`src/shared/trb_consts.vh`:
```
/*
 * Constants shared by the timer and relay function blocks: the time base, the delay range,
 * the unit codes, the input bit positions and the reset values.
 * Assumes a single 100 MHz core clock; no process or assignment lives here.
 */
`ifndef TRB_CONSTS_VH
`define TRB_CONSTS_VH

`define TRB_CLK_PERIOD_NS   10
`define TRB_BASE_TIME_US    10000
`define TRB_SEC_PER_MIN     60
`define TRB_SEC_PER_HOUR    3600

`define TRB_DELAY_W         14
`define TRB_DELAY_MIN       14'h0001
`define TRB_DELAY_MAX       14'h270F

`define TRB_UNIT_SEC        2'h0
`define TRB_UNIT_MIN        2'h1
`define TRB_UNIT_HOUR       2'h2

`define TRB_IN_W            7
`define TRB_IN_ON_TRG       0
`define TRB_IN_OFF_TRG      1
`define TRB_IN_OFF_RST      2
`define TRB_IN_TGL_TRG      3
`define TRB_IN_TGL_RST      4
`define TRB_IN_LAT_SET      5
`define TRB_IN_LAT_RST      6

`define TRB_SYNC_RESET      7'h00
`define TRB_TGL_PREV_RESET  1'b1

`endif

```
`src/rtl/trb_delay_timer.v`:
```
/*
 * One delay timer counting hundredths of the selected unit up to a clamped delay value.
 * Assumes the three unit ticks are one-cycle pulses from the core clock domain.
 */
`timescale 1ns/1ns
`include "trb_consts.vh"

module trb_delay_timer (
	input  wire                     core_clk,
	input  wire                     resetn,
	input  wire                     clkEn,
	input  wire                     tickSec,
	input  wire                     tickMin,
	input  wire                     tickHour,
	input  wire [1:0]               unitSel,
	input  wire [`TRB_DELAY_W-1:0]  delayVal,
	input  wire                     run,
	input  wire                     clear,
	output wire                     done
);

	reg  [`TRB_DELAY_W-1:0] count_ff;
	reg  [`TRB_DELAY_W-1:0] nxt_count;
	reg                     tick;

	always @* begin
		case (unitSel)
			`TRB_UNIT_MIN:  tick = tickMin;
			`TRB_UNIT_HOUR: tick = tickHour;
			default:        tick = tickSec;
		endcase
	end

	// The count saturates at the delay so a long run never wraps back below it.
	always @* begin
		nxt_count = count_ff;
		if (clear) begin
			nxt_count = {`TRB_DELAY_W{1'b0}};
		end else if (run && tick && !done) begin
			nxt_count = count_ff + 14'h0001;
		end
	end

	always @(posedge core_clk or negedge resetn) begin
		if (!resetn) begin
			count_ff <= {`TRB_DELAY_W{1'b0}};
		end else if (clkEn) begin
			count_ff <= nxt_count;
		end
	end

	assign done = (count_ff >= delayVal);

endmodule // trb_delay_timer

```
`src/rtl/trb_function_blocks.v`:
```
/*
 * Scan-evaluated on-delay timer, off-delay timer, edge toggle relay and set/clear latch,
 * with the shared time base and the parameter hand-off to the operator panel.
 * Assumes block inputs may come from terminals of another domain, scanTick and the
 * configuration inputs come from logic on core_clk.
 */
`timescale 1ns/1ns
`include "trb_consts.vh"

// Contract
// On-delay timing starts on trigger rise; output goes 1 after the delay.
// Trigger falling before the delay clears the count; output stays 0.
// On-delay output is 0 while its trigger is 0.
// Delay takes 0.01 to 99.99 with unit hours, minutes or seconds.
// Off-delay output is 1 at once while its trigger is 1.
// Trigger fall starts the off timer with output 1; expiry clears both.
// Every further trigger fall restarts the off-delay timer from zero.
// Off-delay reset clears timer and output at any time, over trigger.
// Unconnected trigger, reset or enable inputs read as constant 0.
// Toggle relay inverts output on each trigger rise, holds otherwise.
// Toggle reset forces output 0, winning over a simultaneous rise.
// Toggle output is cleared to 0 at power up and power down.
// Trigger already 1 at start counts as a fall; no toggle until it rises.
// Latch holds on 00, sets on set only, clears whenever reset is 1.
// Linked timer parameter ports present their delay to the operator panel.
// Inputs sampled and outputs updated once per scan; edges versus last scan.
// Timers count hundredths of the selected unit against the delay value.
module trb_function_blocks #(
	parameter TICK_CYCLES = (`TRB_BASE_TIME_US * 1000) / `TRB_CLK_PERIOD_NS
) (
	input  wire                     core_clk,
	input  wire                     resetn,
	input  wire                     clkEn,
	input  wire                     scanTick,
	input  wire [`TRB_IN_W-1:0]     blockIn,
	input  wire [`TRB_IN_W-1:0]     blockInConn,
	input  wire [`TRB_DELAY_W-1:0]  onDelayVal,
	input  wire [1:0]               onDelayUnit,
	input  wire [`TRB_DELAY_W-1:0]  offDelayVal,
	input  wire [1:0]               offDelayUnit,
	input  wire                     onParamLink,
	input  wire                     offParamLink,
	output wire                     onDelayOut,
	output wire                     offDelayOut,
	output wire                     toggleOut,
	output wire                     latchOut,
	output wire                     onPanelValid,
	output wire [`TRB_DELAY_W-1:0]  onPanelDelay,
	output wire [1:0]               onPanelUnit,
	output wire                     offPanelValid,
	output wire [`TRB_DELAY_W-1:0]  offPanelDelay,
	output wire [1:0]               offPanelUnit
);

	function [`TRB_DELAY_W-1:0] clampDelay;
		input [`TRB_DELAY_W-1:0] raw;
		begin
			if (raw < `TRB_DELAY_MIN) begin
				clampDelay = `TRB_DELAY_MIN;
			end else if (raw > `TRB_DELAY_MAX) begin
				clampDelay = `TRB_DELAY_MAX;
			end else begin
				clampDelay = raw;
			end
		end
	endfunction

	function [1:0] clampUnit;
		input [1:0] raw;
		begin
			if (raw == `TRB_UNIT_MIN || raw == `TRB_UNIT_HOUR) begin
				clampUnit = raw;
			end else begin
				clampUnit = `TRB_UNIT_SEC;
			end
		end
	endfunction

	reg  [`TRB_IN_W-1:0]     syncA_ff;
	reg  [`TRB_IN_W-1:0]     syncB_ff;
	reg  [31:0]              baseCnt_ff;
	reg  [11:0]              minCnt_ff;
	reg  [11:0]              hourCnt_ff;
	reg                      onOut_ff;
	reg                      onTrg_ff;
	reg                      offOut_ff;
	reg                      offRun_ff;
	reg                      offTrgPrev_ff;
	reg                      tglOut_ff;
	reg                      tglPrev_ff;
	reg                      latOut_ff;
	reg                      onLink_ff;
	reg                      offLink_ff;
	reg  [`TRB_DELAY_W-1:0]  onPanDelay_ff;
	reg  [`TRB_DELAY_W-1:0]  offPanDelay_ff;
	reg  [1:0]               onPanUnit_ff;
	reg  [1:0]               offPanUnit_ff;
	reg                      nxt_offOut;
	reg                      nxt_offRun;
	reg                      offClear;

	wire [`TRB_IN_W-1:0]     inEff;
	wire                     tickSec;
	wire                     tickMin;
	wire                     tickHour;
	wire                     onDone;
	wire                     offDone;
	wire [`TRB_DELAY_W-1:0]  onDelay;
	wire [`TRB_DELAY_W-1:0]  offDelay;
	wire [1:0]               onUnit;
	wire [1:0]               offUnit;

	// Terminal levels cross into core_clk through two flops before anything looks at them.
	always @(posedge core_clk or negedge resetn) begin
		if (!resetn) begin
			syncA_ff <= `TRB_SYNC_RESET;
			syncB_ff <= `TRB_SYNC_RESET;
		end else if (clkEn) begin
			syncA_ff <= blockIn;
			syncB_ff <= syncA_ff;
		end
	end

	assign inEff    = syncB_ff & blockInConn;
	assign onDelay  = clampDelay(onDelayVal);
	assign offDelay = clampDelay(offDelayVal);
	assign onUnit   = clampUnit(onDelayUnit);
	assign offUnit  = clampUnit(offDelayUnit);

	// Minute and hour hundredths are derived from the seconds tick to share one long divider.
	assign tickSec  = (baseCnt_ff == TICK_CYCLES - 1);
	assign tickMin  = tickSec && (minCnt_ff == `TRB_SEC_PER_MIN - 1);
	assign tickHour = tickSec && (hourCnt_ff == `TRB_SEC_PER_HOUR - 1);

	always @(posedge core_clk or negedge resetn) begin
		if (!resetn) begin
			baseCnt_ff <= 32'h0000_0000;
			minCnt_ff  <= 12'h000;
			hourCnt_ff <= 12'h000;
		end else if (clkEn) begin
			baseCnt_ff <= tickSec ? 32'h0000_0000 : baseCnt_ff + 32'h0000_0001;
			if (tickSec) begin
				minCnt_ff  <= tickMin ? 12'h000 : minCnt_ff + 12'h001;
				hourCnt_ff <= tickHour ? 12'h000 : hourCnt_ff + 12'h001;
			end
		end
	end

	// A scan-held trigger that is low keeps the count cleared, so timing restarts on each rise.
	trb_delay_timer uOnTimer (
		.core_clk (core_clk),
		.resetn   (resetn),
		.clkEn    (clkEn),
		.tickSec  (tickSec),
		.tickMin  (tickMin),
		.tickHour (tickHour),
		.unitSel  (onUnit),
		.delayVal (onDelay),
		.run      (onTrg_ff),
		.clear    (!onTrg_ff),
		.done     (onDone)
	);

	trb_delay_timer uOffTimer (
		.core_clk (core_clk),
		.resetn   (resetn),
		.clkEn    (clkEn),
		.tickSec  (tickSec),
		.tickMin  (tickMin),
		.tickHour (tickHour),
		.unitSel  (offUnit),
		.delayVal (offDelay),
		.run      (offRun_ff),
		.clear    (offClear),
		.done     (offDone)
	);

	// Off-delay decisions in priority order: reset, trigger high, fall, expiry.
	always @* begin
		nxt_offOut = offOut_ff;
		nxt_offRun = offRun_ff;
		offClear   = 1'b0;
		if (scanTick) begin
			if (inEff[`TRB_IN_OFF_RST]) begin
				nxt_offOut = 1'b0;
				nxt_offRun = 1'b0;
				offClear   = 1'b1;
			end else if (inEff[`TRB_IN_OFF_TRG]) begin
				nxt_offOut = 1'b1;
				nxt_offRun = 1'b0;
				offClear   = 1'b1;
			end else if (offTrgPrev_ff) begin
				nxt_offOut = 1'b1;
				nxt_offRun = 1'b1;
				offClear   = 1'b1;
			end else if (offRun_ff && offDone) begin
				nxt_offOut = 1'b0;
				nxt_offRun = 1'b0;
				offClear   = 1'b1;
			end
		end
	end

	// Every block updates only on scanTick, comparing against the previous scan's sample.
	always @(posedge core_clk or negedge resetn) begin
		if (!resetn) begin
			onOut_ff      <= 1'b0;
			onTrg_ff      <= 1'b0;
			offOut_ff     <= 1'b0;
			offRun_ff     <= 1'b0;
			offTrgPrev_ff <= 1'b0;
			tglOut_ff     <= 1'b0;
			tglPrev_ff    <= `TRB_TGL_PREV_RESET;
			latOut_ff     <= 1'b0;
		end else if (clkEn) begin
			offOut_ff <= nxt_offOut;
			offRun_ff <= nxt_offRun;
			if (scanTick) begin
				onTrg_ff      <= inEff[`TRB_IN_ON_TRG];
				onOut_ff      <= inEff[`TRB_IN_ON_TRG] && onTrg_ff && onDone;
				offTrgPrev_ff <= inEff[`TRB_IN_OFF_TRG];
				tglPrev_ff    <= inEff[`TRB_IN_TGL_TRG];
				if (inEff[`TRB_IN_TGL_RST]) begin
					tglOut_ff <= 1'b0;
				end else if (inEff[`TRB_IN_TGL_TRG] && !tglPrev_ff) begin
					tglOut_ff <= !tglOut_ff;
				end
				if (inEff[`TRB_IN_LAT_RST]) begin
					latOut_ff <= 1'b0;
				end else if (inEff[`TRB_IN_LAT_SET]) begin
					latOut_ff <= 1'b1;
				end
			end
		end
	end

	// The panel copy reloads every enabled cycle, with zero in place of the delay while unlinked.
	always @(posedge core_clk or negedge resetn) begin
		if (!resetn) begin
			onLink_ff      <= 1'b0;
			offLink_ff     <= 1'b0;
			onPanDelay_ff  <= {`TRB_DELAY_W{1'b0}};
			offPanDelay_ff <= {`TRB_DELAY_W{1'b0}};
			onPanUnit_ff   <= `TRB_UNIT_SEC;
			offPanUnit_ff  <= `TRB_UNIT_SEC;
		end else if (clkEn) begin
			onLink_ff      <= onParamLink;
			offLink_ff     <= offParamLink;
			onPanDelay_ff  <= onParamLink ? onDelay : {`TRB_DELAY_W{1'b0}};
			offPanDelay_ff <= offParamLink ? offDelay : {`TRB_DELAY_W{1'b0}};
			onPanUnit_ff   <= onParamLink ? onUnit : `TRB_UNIT_SEC;
			offPanUnit_ff  <= offParamLink ? offUnit : `TRB_UNIT_SEC;
		end
	end

	assign onDelayOut    = onOut_ff;
	assign offDelayOut   = offOut_ff;
	assign toggleOut     = tglOut_ff;
	assign latchOut      = latOut_ff;
	assign onPanelValid  = onLink_ff;
	assign onPanelDelay  = onPanDelay_ff;
	assign onPanelUnit   = onPanUnit_ff;
	assign offPanelValid = offLink_ff;
	assign offPanelDelay = offPanDelay_ff;
	assign offPanelUnit  = offPanUnit_ff;

endmodule // trb_function_blocks

```
`config.mk`:
```
export PLATFORM = sky130hd
export DESIGN_NAME = trb_function_blocks
export DESIGN_NICKNAME = d
export VERILOG_FILES = /design/src/rtl/trb_delay_timer.v /design/src/rtl/trb_function_blocks.v
export VERILOG_INCLUDE_DIRS = /design/src /design/src/shared
export SDC_FILE = /design/constraint.sdc
export NUM_CORES = 1
export LEC_CHECK = 0
export BUFFER_PORTS_ARGS = -buffer_cell sky130_fd_sc_hd__buf_2
export CAP_MARGIN = 20
export CORE_ASPECT_RATIO = 1.25
export CORE_UTILIZATION = 63
export DETAILED_ROUTE_END_ITERATION = 6
export GPL_TIMING_DRIVEN = 0
export PLACE_DENSITY = 0.88
export REMOVE_ABC_BUFFERS = 1
export SLEW_MARGIN = 0
export SYNTH_ARGS = -nofsm -noshare
export SYNTH_HDL_FRONTEND = slang
export SYNTH_SLANG_ARGS = --single-unit
export TNS_END_PERCENT = 5
```
`constraint.sdc`:
```
create_clock -name core_clk -period 7.4 [get_ports core_clk]
set_clock_uncertainty 0.2 [all_clocks]
set_input_delay 1.48 -clock core_clk [delete_from_list [all_inputs] [get_ports core_clk]]
set_output_delay 1.48 -clock core_clk [all_outputs]
set_load 0.01 [all_outputs]
```
==> summary.md <==
| Metric | Value |
|---|---|
| First-pass GRT wire length | `31.1 mm` |
| IO Count | `90` |
| Critical path depth in cells | `7` |
| Total net switching power | `501 µW` |
| FILL cells | `716` |
| Total grt overflow | `0` |
| Max incr delay on CP | `0.79 ns` |
| Primary FF master, synth | `dfrtp_1` |
| Synth Cell Area | `7530 µm²` |
| Fmax | `190 MHz` |
| Initial Util | `64.8%` |
| P_leak | `4.19 nW` |
| Buf+Inv Stages, Crit Path | `2` |
| YS warnings | `0` |
| I/O Buffers | `89` |
| Die X | `99.8 µm` |
| Worst Setup Start Kind | `input port` |
| Post-CTS setup buffer count | `0` |
| Mean Syn Cell Area | `9.68 µm²` |
| CP Capture Type | `flip-flop` |
| Post-cts gate resize count | `0` |
| Top post-synthesis cells by area | `dfrtp_1, ha_1, nand2_1` |
| DRC viols | `0` |
| Via count | `6608` |
| Critical Path, Cell by Cell | `buf_2 -> inv_1 -> nor2_1 -> nor2_1 -> a31oi_2 -> a21oi_1 -> a21bo_2` |
| Post-synthesis sequential area ratio | `46.5%` |
| Clock Root Buffer | `clkbuf_16` |
| First-pass DRT Iterations | `6` |
| Synth Area in Simple Gates | `22.6%` |
| Adder-Cell Fraction of Synth Area | `6.15%` |
| ANT nets after route | `0` |
| Yosys cell types | `59` |
| Status | `finished, final reports clean` |
| Avg WL per Cell | `17.9 µm` |
| Post-synthesis compound-gate area fraction | `14.7%` |
| Synthesized flop and latch total | `140` |
| Synth top area share | `46.2%` |
| Gr usage total | `31.7%` |
| Final WL | `18.5 mm` |
| Top-count cell post-synth | `dfrtp_1` |
| Largest family of logic cells by synthesized area | `simple AND/OR/NAND/NOR gates` |
| Clock share of power | `45.1%` |
| Peak supply drop | `140 µV` |
| Gate power share | `9.8%` |
| Die area | `12400 µm²` |
| Synth area leader | `dfrtp_1` |
| Final Hold Viols | `0` |
| Seq. cell area | `3500 µm²` |
| CTS sink count | `140` |
| Max Transition Viols Final | `0` |
| Placeable Area | `11600 µm²` |
| Highest-delay cell along the critical path | `buf_2` |
| Layout Utilization | `75.1%` |
| Internal | `1.39 mW` |
| Final setup violation count | `0` |
| Vias per cell | `6.37` |
| Mapped Cells | `778` |
| Clk slew on worst S/H paths | `0.06 ns` |
| CP startpoint | `clkEn` |
| Mux contribution to synthesized area | `2.92%` |
| Async set-reset flop share out of synthesis | `100%` |
| Worst reg2reg path endpoint | `uOnTimer.count_ff[4]` |
| Vias in the first global route | `6578` |
| Worst-case clock buffer depth | `2` |
| Num CTS Buffers | `17` |
| Multi-input gate area | `3830 µm²` |
| R2R cell count | `6` |
| Hold Crit Depth | `1` |
| Worst Setup EP | `uOnTimer.count_ff[4]` |
| Post-route clock period utilization | `70.9%` |
| Period minus WS final | `5.25 ns` |
| Die span in y | `124 µm` |
| Seq pwr share | `45.1%` |
| Worst slew pin tran | `1.08 ns` |
| First DRT Iteration DRCs | `570` |
| R2R Setup Slk | `3.71 ns` |
| Hold_buf cts | `0` |
| Post-Synth XOR/XNOR Area | `4.30%` |
| Ant diodes | `0` |
| Hold WC Path Type | `reg2reg` |
| Delay-heaviest family, CP | `buffers and inverters` |
| CTS tree | `done` |
| CP required | `7.51 ns` |
| GPL Wtd Cong | `0.890` |
| Worst R2R Start | `hourCnt_ff[7]` |
| Area Growth Syn to Fin | `15.9%` |
| Crit Path Category | `in2reg` |
| Slew Limit Headroom | `28.3%` |
| Nets@finish | `952` |
| Ratio of cells with drive above 1 in the final layout | `17.7%` |
| Crit Path Max Fanout | `55` |
| Switching share of power | `26.5%` |
| Power Dens Cells | `217 nW/µm²` |
| Top post-synthesis cells by count | `dfrtp_1, nand2_1, nor2_1, o21ai_0, ha_1` |
| Post-synth EDFFs | `0` |
| Clk_lat worst skew | `0.43 ns` |
| Fin Hold WS | `0.270 ns` |
| Largest net degree at the start of global routing | `78` |
| Crit path arrival time | `5.36 ns` |
| HPWL after DPL | `12.6 mm` |
| Setup_tns | `0 ns` |
| H-tree lvl count | `4` |
| Maxcap violations | `0` |
| Initial antenna violation count | `0` |
| # rows | `44` |
| Crit path top cell by count | `nor2_1` |
| RSZ-0062 raised after global routing | `false` |
[metal layers]
layer	GRT usage, %	wire (µm)	vias to the layer above
met1	36.9	7120	3224
met2	54.0	9550	284
met5	0	0	-
li1	-	-	3020
met3	5.97	1040	80
met4	18.1	818	0
[state kept, by name, summed over array words and instances (netlist names), 2 cells and up]
name                cells
baseCnt_ff             32
hourCnt_ff             12
minCnt_ff              12
offPanelDelay          14
offPanelUnit            2
onPanelDelay           14
onPanelUnit             2
syncA_ff                7
syncB_ff                7
uOffTimer.count_ff     14
uOnTimer.count_ff      14
[worst reg2reg max path, stage by stage, from the launching register on]
cell and delay (ns):
dfrtp_1 0.42, or4b_4 0.58, nor3b_2 0.64, nand2_1 0.18, a31oi_2 0.85, a21oi_1 0.39
a21bo_2 0.32
[per-stage QoR]
stage	cells	power [mW]	instance area (µm²)	setup slack [ns]
after floorplan	753	0.951	7430	2.60
after global placement	1003	1.03	8080	1.43
after detailed placement	1005	1.05	8140	1.78
after CTS	1037	1.89	8730	2.23
after global routing	1037	1.95	8730	1.81
final	1037	1.89	8730	2.15
[power by group through the flow]
stage          Sequential, mW  Clock [mW]  Combinational [mW]
2_1_floorplan           0.863           0              0.0879
3_3_place_gp            0.859           0               0.172
3_5_place_dp            0.863           0               0.184
4_1_cts                 0.850       0.858               0.186
5_1_grt                 0.858       0.885               0.207
6_report                0.851       0.853               0.186
[worst min path at each step]
| stage | startpoint | end |
|---|---|---|
| 3_5_place_dp | minCnt_ff[11] | minCnt_ff[11] |
| 6_report | syncB_ff[6] | latchOut |
| 2_1_floorplan | syncB_ff[6] | latchOut |
| 4_1_cts | syncB_ff[6] | latchOut |
| 5_1_grt | minCnt_ff[11] | minCnt_ff[11] |
| 3_3_place_gp | syncB_ff[6] | latchOut |
[cells by family (layout without fill, tap and decap cells)]
kind of cell / Yosys count / count (layout)
simple gates: 329 / 329
compound gates: 160 / 160
flops: 140 / 140
buf+inv: 55 / 153
fa+ha+maj: 37 / 37
xor+xnor: 37 / 37
mux: 20 / 20
[cell type report]
class	instances	area share [%]
Multi-Input combinational cell	583	43.9
Sequential cell	140	40.2
Timing Repair Buffer	91	5.58
Clock buffer	18	4.92
Tap cell	161	2.31
Clock inverter	14	1.84
Inverter	30	1.29
[cells in the final DEF (no fill, tap or decap), types with 23 or more instances in the layout]
cell,n
nand2_1,98
inv_1,30
nand3_1,36
nor2_1,61
a21oi_1,29
dfrtp_1,139
buf_2,88
and3_1,23
o2bb2ai_1,26
o21ai_0,39
ha_1,37
Note: power is estimated with default switching activity, not from simulation.
